$ cat src/velocity_status_pkg.sv
// Contract
// - Speed-reached flag sets once speed exceeds arrival threshold, 10 to 2000 rpm.
// - Speed match compares the pre-ramp velocity command with measured speed.
// - Match flag valid while command minus speed magnitude lies inside window.
// - Match flag turns on only below window minus 10 rpm.
// - Match flag turns off only above window plus 10 rpm.
// - Zero-speed uses absolute speed feedback, both directions alike.
// - Torque mode switches to speed-limited control once limit is reached.
// - Speed limit not enforced while torque opposes actual rotation.
// - Speed above overspeed level raises overspeed error and stops motor.
// - Overspeed level zero means 1.2 times maximum motor speed.
package velocity_status_pkg;

    localparam int SPEED_W = 16;
    localparam int MAG_W = 19;
    localparam int PROD_W = 22;

    // Parameter indices
    localparam logic [15:0] IDX_ZERO = 16'h2434;
    localparam logic [15:0] IDX_MATCH = 16'h2435;
    localparam logic [15:0] IDX_ARRIVAL = 16'h2436;
    localparam logic [15:0] IDX_OVERSPEED = 16'h2513;
    localparam logic [15:0] IDX_STATUS = 16'h2400;

    // Reset values
    localparam logic [15:0] RST_ZERO = 16'h0032;
    localparam logic [15:0] RST_MATCH = 16'h0032;
    localparam logic [15:0] RST_ARRIVAL = 16'h03e8;
    localparam logic [15:0] RST_OVERSPEED = 16'h0000;

    // Legal ranges
    localparam logic [15:0] MIN_WINDOW = 16'h000a;
    localparam logic [15:0] MAX_WINDOW = 16'h07d0;
    localparam logic [15:0] MIN_ZERO = 16'h0000;
    localparam logic [15:0] MAX_OVERSPEED = 16'h2710;

    // Hysteresis and default overspeed ratio 6/5
    localparam logic [MAG_W-1:0] HYST_RPM = 19'h0000a;
    localparam logic [PROD_W-1:0] OVS_NUM = 22'h000006;
    localparam logic [PROD_W-1:0] OVS_DEN = 22'h000005;

    // Status word bit positions
    localparam int ST_BIT_REACHED = 0;
    localparam int ST_BIT_MATCH = 1;
    localparam int ST_BIT_ZERO = 2;
    localparam int ST_BIT_LIMIT = 3;
    localparam int ST_BIT_OVS = 4;

    typedef logic [MAG_W-1:0] mag_t;

    typedef enum logic [1:0] {
        ST_FREE = 2'h0,
        ST_LIMIT = 2'h1,
        ST_TRIP = 2'h3
    } drive_state_e;

    typedef struct packed {
        logic wr;
        logic rd;
        logic [15:0] index;
        logic [15:0] wdata;
    } param_req_s;

    typedef struct packed {
        logic signed [SPEED_W-1:0] speed_fb;
        logic signed [SPEED_W-1:0] velocity_cmd;
        logic signed [SPEED_W-1:0] torque_cmd;
    } motion_s;

endpackage : velocity_status_pkg

$ cat src/velocity_status_monitor.sv
`timescale 1ns/10ps
module velocity_status_monitor
    import velocity_status_pkg::*;
(
    input wire logic ref_clk,
    input wire logic srst,
    input wire logic clk_en,
    input wire motion_s motion,
    input wire logic torque_mode,
    input wire logic [15:0] velocity_limit,
    input wire logic [15:0] max_motor_speed,
    input wire logic error_clear,
    input wire param_req_s param_req,
    output logic [15:0] param_rdata,
    output logic param_ack,
    output logic param_err,
    output logic speed_reached_flag,
    output logic speed_match_flag,
    output logic zero_speed_flag,
    output logic speed_limit_active,
    output logic overspeed_error,
    output logic signed [SPEED_W-1:0] torque_cmd_out
);

    ////////////////////////////////////////////////////////////////////////
    // Helpers

    function automatic mag_t mag17(input logic signed [16:0] v);
        logic signed [MAG_W-1:0] w;
        w = {{2{v[16]}}, v};
        mag17 = w[MAG_W-1] ? mag_t'(-w) : mag_t'(w);
    endfunction : mag17

    function automatic logic [15:0] clamp16(input logic [15:0] v,
                                            input logic [15:0] lo,
                                            input logic [15:0] hi);
        clamp16 = (v < lo) ? lo : ((v > hi) ? hi : v);
    endfunction : clamp16

    function automatic mag_t ext(input logic [15:0] v);
        ext = {3'h0, v};
    endfunction : ext

    ////////////////////////////////////////////////////////////////////////
    // Parameter registers

    logic [15:0] zero_speed_threshold;
    logic [15:0] speed_match_window;
    logic [15:0] arrival_speed_threshold;
    logic [15:0] overspeed_level;
    logic [15:0] status_word;
    logic index_hit;

    always_comb begin
        index_hit = (param_req.index == IDX_ZERO) ||
                    (param_req.index == IDX_MATCH) ||
                    (param_req.index == IDX_ARRIVAL) ||
                    (param_req.index == IDX_OVERSPEED) ||
                    (param_req.index == IDX_STATUS);
    end

    always_ff @(posedge ref_clk) begin
        if (srst) begin
            zero_speed_threshold <= RST_ZERO;
            speed_match_window <= RST_MATCH;
            arrival_speed_threshold <= RST_ARRIVAL;
            overspeed_level <= RST_OVERSPEED;
        end else if (clk_en && param_req.wr) begin
            if (param_req.index == IDX_ZERO) begin
                zero_speed_threshold <= param_req.wdata;
            end else if (param_req.index == IDX_MATCH) begin
                speed_match_window <= clamp16(param_req.wdata, MIN_WINDOW,
                                              MAX_WINDOW);
            end else if (param_req.index == IDX_ARRIVAL) begin
                arrival_speed_threshold <= clamp16(param_req.wdata,
                                                   MIN_WINDOW,
                                                   MAX_WINDOW);
            end else if (param_req.index == IDX_OVERSPEED) begin
                overspeed_level <= clamp16(param_req.wdata, MIN_ZERO,
                                           MAX_OVERSPEED);
            end
        end
    end

    always_comb begin
        status_word = '0;
        status_word[ST_BIT_REACHED] = speed_reached_flag;
        status_word[ST_BIT_MATCH] = speed_match_flag;
        status_word[ST_BIT_ZERO] = zero_speed_flag;
        status_word[ST_BIT_LIMIT] = speed_limit_active;
        status_word[ST_BIT_OVS] = overspeed_error;
    end

    always_ff @(posedge ref_clk) begin
        if (srst) begin
            param_rdata <= '0;
            param_ack <= 1'b0;
            param_err <= 1'b0;
        end else if (clk_en) begin
            param_ack <= param_req.wr || param_req.rd;
            param_err <= (param_req.wr || param_req.rd) && !index_hit;
            if (!param_req.rd) begin
                param_rdata <= '0;
            end else if (param_req.index == IDX_ZERO) begin
                param_rdata <= zero_speed_threshold;
            end else if (param_req.index == IDX_MATCH) begin
                param_rdata <= speed_match_window;
            end else if (param_req.index == IDX_ARRIVAL) begin
                param_rdata <= arrival_speed_threshold;
            end else if (param_req.index == IDX_OVERSPEED) begin
                param_rdata <= overspeed_level;
            end else if (param_req.index == IDX_STATUS) begin
                param_rdata <= status_word;
            end else begin
                param_rdata <= '0;
            end
        end
    end

    ////////////////////////////////////////////////////////////////////////
    // Speed comparisons

    mag_t spd_mag;
    mag_t diff_mag;
    mag_t ovs_thr;
    logic [PROD_W-1:0] max_x6;
    logic opposing;
    logic at_limit;
    logic ovs_hit;

    always_comb begin
        spd_mag = mag17({motion.speed_fb[SPEED_W-1], motion.speed_fb});
        diff_mag = mag17({motion.velocity_cmd[SPEED_W-1],
                          motion.velocity_cmd} -
                         {motion.speed_fb[SPEED_W-1], motion.speed_fb});
        max_x6 = {6'h00, max_motor_speed} * OVS_NUM;
        if (overspeed_level == '0) begin
            ovs_thr = MAG_W'(max_x6 / OVS_DEN);
        end else begin
            ovs_thr = ext(overspeed_level);
        end
        ovs_hit = spd_mag > ovs_thr;
        at_limit = spd_mag >= ext(velocity_limit);
        opposing = (motion.torque_cmd != '0) && (motion.speed_fb != '0) &&
                   (motion.torque_cmd[SPEED_W-1] !=
                    motion.speed_fb[SPEED_W-1]);
    end

    always_ff @(posedge ref_clk) begin
        if (srst) begin
            speed_reached_flag <= 1'b0;
        end else if (clk_en) begin
            if (spd_mag > ext(arrival_speed_threshold)) begin
                speed_reached_flag <= 1'b1;
            end else if (spd_mag + HYST_RPM <
                         ext(arrival_speed_threshold)) begin
                speed_reached_flag <= 1'b0;
            end
        end
    end

    always_ff @(posedge ref_clk) begin
        if (srst) begin
            speed_match_flag <= 1'b0;
        end else if (clk_en) begin
            if (diff_mag + HYST_RPM < ext(speed_match_window)) begin
                speed_match_flag <= 1'b1;
            end else if (diff_mag > ext(speed_match_window) + HYST_RPM) begin
                speed_match_flag <= 1'b0;
            end
        end
    end

    always_ff @(posedge ref_clk) begin
        if (srst) begin
            zero_speed_flag <= 1'b0;
        end else if (clk_en) begin
            if (spd_mag + HYST_RPM < ext(zero_speed_threshold)) begin
                zero_speed_flag <= 1'b1;
            end else if (spd_mag > ext(zero_speed_threshold) + HYST_RPM) begin
                zero_speed_flag <= 1'b0;
            end
        end
    end

    ////////////////////////////////////////////////////////////////////////
    // Torque-mode limit and overspeed trip

    drive_state_e state;
    drive_state_e next_state;

    always_comb begin
        next_state = state;
        case (state)
            ST_FREE: begin
                if (ovs_hit) begin
                    next_state = ST_TRIP;
                end else if (torque_mode && at_limit && !opposing) begin
                    next_state = ST_LIMIT;
                end
            end
            ST_LIMIT: begin
                if (ovs_hit) begin
                    next_state = ST_TRIP;
                end else if (!torque_mode || !at_limit || opposing) begin
                    next_state = ST_FREE;
                end
            end
            ST_TRIP: begin
                if (error_clear && !ovs_hit) begin
                    next_state = ST_FREE;
                end
            end
            default: begin
                next_state = ST_TRIP;
            end
        endcase
    end

    always_ff @(posedge ref_clk) begin
        if (srst) begin
            state <= ST_FREE;
            speed_limit_active <= 1'b0;
            overspeed_error <= 1'b0;
            torque_cmd_out <= '0;
        end else if (clk_en) begin
            state <= next_state;
            speed_limit_active <= next_state == ST_LIMIT;
            overspeed_error <= next_state == ST_TRIP;
            if (next_state == ST_FREE) begin
                torque_cmd_out <= motion.torque_cmd;
            end else begin
                torque_cmd_out <= '0;
            end
        end
    end

    ////////////////////////////////////////////////////////////////////////
    // Assertions

    logic [PROD_W-1:0] spd_x5;
    assign spd_x5 = {3'h0, spd_mag} * OVS_DEN;
endmodule : velocity_status_monitor

$ cat config.mk
export PLATFORM = sky130hd
export DESIGN_NAME = velocity_status_monitor
export DESIGN_NICKNAME = d
export VERILOG_FILES = /design/src/velocity_status_pkg.sv /design/src/velocity_status_monitor.sv
export SDC_FILE = /design/constraint.sdc
export NUM_CORES = 1
export LEC_CHECK = 0
export ABC_CLOCK_PERIOD_IN_PS = 21800
export BUFFER_PORTS_ARGS = -buffer_cell sky130_fd_sc_hd__buf_2
export CAP_MARGIN = 0
export CORE_ASPECT_RATIO = 1.25
export CORE_MARGIN = 1.5
export CORE_UTILIZATION = 32
export DETAILED_ROUTE_END_ITERATION = 12
export PLACE_DENSITY = 0.56
export SYNTH_ARGS = -nofsm -noshare
export SYNTH_HDL_FRONTEND = slang
export SYNTH_SLANG_ARGS = --single-unit
$ cat constraint.sdc
create_clock -name ref_clk -period 21.8 [get_ports ref_clk]
set_input_delay 2.18 -clock ref_clk [delete_from_list [all_inputs] [get_ports ref_clk]]
set_output_delay 2.18 -clock ref_clk [all_outputs]
set_load 0.01 [all_outputs]
==> flow_summary.yaml <==
floorplan:
  pin_count: 158
  rows: 96
  die_y_um: 267
  start_util: 0.324
  core_area_sq_um: 55000
  dieArea_sq_um: 57200
  fp.dieW_um: 214
worst_setup_path:
  slowest_delay_ns: 0.62
  cp_max_fo: 18
  critPathRequiredTime_ns: 22.08
  cp_data_arrival_time_ns: 20.85
  cp-end-kind: "flip-flop"
  critPathKind: "in -> reg"
  cp-start-kind: "input port"
  cp_common_cell: "a21oi_1"
  slowest_stage: "or4_4"
cells_and_area:
  fillCellCount: 5921
  drive_gt1_frac: 0.141
  syn_to_final_growth_pct: 10.6
  finalNetCount: 2841
  n_antenna_cell: 0
logic_synthesis:
  synth_top_area_frac: 0.122
  ys.flop_type: "dfxtp_1"
  yosysTopAreaCell: "ha_1"
  synthTopCellsByCount: "nor2_1 (219), a21oi_1 (210), nand2_1 (202)"
  synth-edff-count: 0
  synthCells: 2441
  synth-async-reset-ratio: 0
  synth_seq_area_share: 0.118
  ys_types: 137
  syn_avg_cell_area_sq_um: 7.31
  synth.most_common_cell: "nor2_1"
  ys_top_cells_by_area: "ha_1 (12%), dfxtp_1 (12%), xnor2_1 (6.7%), a21oi_1 (5.9%), nor2_1 (4.6%)"
  synth_seq_cells: 105
  yosysWarnings: 0
  post_synth_instance_area_sq_um: 17800
sta:
  final.setup.tns_ns: 0
  slew_headroom: 0.176
  hold_viol: 0
  whs_ns: 0.474
  clock_skew_ns: 0.00852
  max_freq_mhz: 48.6
  setup_viol: 0
  tightestPinTransition_ns: 1.20
  slew_viol_final: 0
  min_period_ns: 20.57
  rsz0062_at_grt: "no"
  min_period_over_period: 0.944
drt:
  wl_per_cell_um: 21.3
  dr.pass1.iters: 10
  via_count: 19700
  ant_nets: 0
  routed_wl_um: 70000
  vias_per_cell: 5.98
  drcViolationCount: 0
  drtIter0Drc: 1490
clock_tree:
  cts.sinks: 105
  worst_skew_pair.late_latency_ns: 0.35
  cts-root-buf: "clkbuf_16"
  htree_levels: 3
  ctsLongestPathBuffers: 2
  numCtsBuffers: 9
  cts_tree: "done"
  clkTransAtPathRegs_ns: 0.07
  cts_hold_buffers: 0
global_routing:
  grt_max_degree: 73
  grt_pass1_vias: 19300
  grtUsageTotal: 0.237
  antenna_found_initial: 0
  gr-total-overflow: 0
  grt_pass1_wl_um: 108000
placed_design:
  io_buffer_count: 157
  place_hpwl_um: 57400
  place_congestion: 0.974
worst_hold_path:
  min_path_type: "reg -> reg"
run:
  cap_violations: 0
status:
  status: "finished clean"
-- worst max-delay path: cells and delay by family --
family          cells  cell delay (ns)
buf+inv             2             0.23
simple gates       22             6.34
mux                 3             1.08
fa+ha+maj           4             1.19
compound gates     41             9.78
-- registers in the layout, summed over array words and instances (netlist names) --
name                     count
arrival_speed_threshold     16
overspeed_error              1
overspeed_level             16
param_ack                    1
param_err                    1
param_rdata                 16
speed_limit_active           1
speed_match_flag             1
speed_match_window          16
speed_reached_flag           1
state                        2
torque_cmd_out              16
zero_speed_flag              1
zero_speed_threshold        16
-- final timing paths --
check	from	end	slack [ns]	depth (start not counted)
worst min register to register	torque_cmd_out[7]$_SDFFE_PP0P_	torque_cmd_out[7]$_SDFFE_PP0P_	0.47	2
worst min-delay path	torque_cmd_out[7]$_SDFFE_PP0P_	torque_cmd_out[7]$_SDFFE_PP0P_	0.47	2
worst max register to register	overspeed_level[0]$_SDFFE_PP0P_	speed_limit_active$_SDFFE_PP0P_	17.07	27
worst max-delay path	max_motor_speed[0]	speed_limit_active$_SDFFE_PP0P_	1.23	72
-- layer usage --
layer	share of wire	track usage	up-vias
met5	0	0	-
met4	0.066	0.142	0
met3	0.050	0.0199	221
met2	0.50	0.441	789
met1	0.38	0.263	9332
li1	-	-	9313
-- cell usage in the layout, fill, tap and decap left out, types with 12 or more instances in the layout --
cell and count:
nand4_1 52, a31oi_1 20, o2111ai_1 12, dfxtp_1 105, a211o_1 32, xor2_1 25, a21oi_1 209, o31ai_1 13
and2_1 32, nor3_1 55, ha_1 174, o21ai_0 107, nor2_1 219, or3_1 22, o211ai_1 20, nor2b_1 55
nand2_1 202, mux2i_1 23, xnor2_1 132, buf_2 156, a21o_1 46, a211oi_1 38, o21a_1 14, o21ai_1 26
nand2b_1 64, a22oi_1 21, buf_4 40, o22ai_1 12, inv_1 124, and3_1 22, nand3_1 97, nor4_1 37
-- cell families after synthesis --
kind of cell / Yosys count / synth area share
AO/OA/AOI/OAI: 778 / 0.318
XOR/XNOR: 169 / 0.0873
adder cells (fa/ha/maj): 177 / 0.125
buffers and inverters: 227 / 0.0542
flip-flops: 105 / 0.118
multiplexers: 29 / 0.0169
other: 1 / 0.000210
AND/OR/NAND/NOR: 955 / 0.280
-- through the flow --
stage	worst slack, ns	util	area, sq um	cells
after floorplan	3.99	-	17800	2442
after global placement	0.758	0.352	19400	3270
after detailed placement	0.433	0.352	19400	3270
after CTS	0.710	0.357	19700	3285
after global routing	0.0116	0.359	19700	3285
final	1.23	0.359	19700	3285
-- final cells by class --
cell class | instances | area [sq um] | area share
multi-input combinational | 2110 | 14900 | 0.753
sequential | 105 | 2100 | 0.107
timing repair buffer | 196 | 1080 | 0.0548
tap | 735 | 920 | 0.0466
inverter | 124 | 465 | 0.0236
clock buffer | 11 | 243 | 0.0123
clock inverter | 4 | 53.8 | 0.00273
-- repair_timing --
| item | in CTS | in global routing |
|---|---|---|
| setup endpoints to repair | 0 | 20 |
| gates resized for setup | 0 | 12 |
| buffers inserted | 0 | 0 |
Power is not shown: default switching activity piles up to over one toggle a cycle in this logic, so the estimate is an artifact.
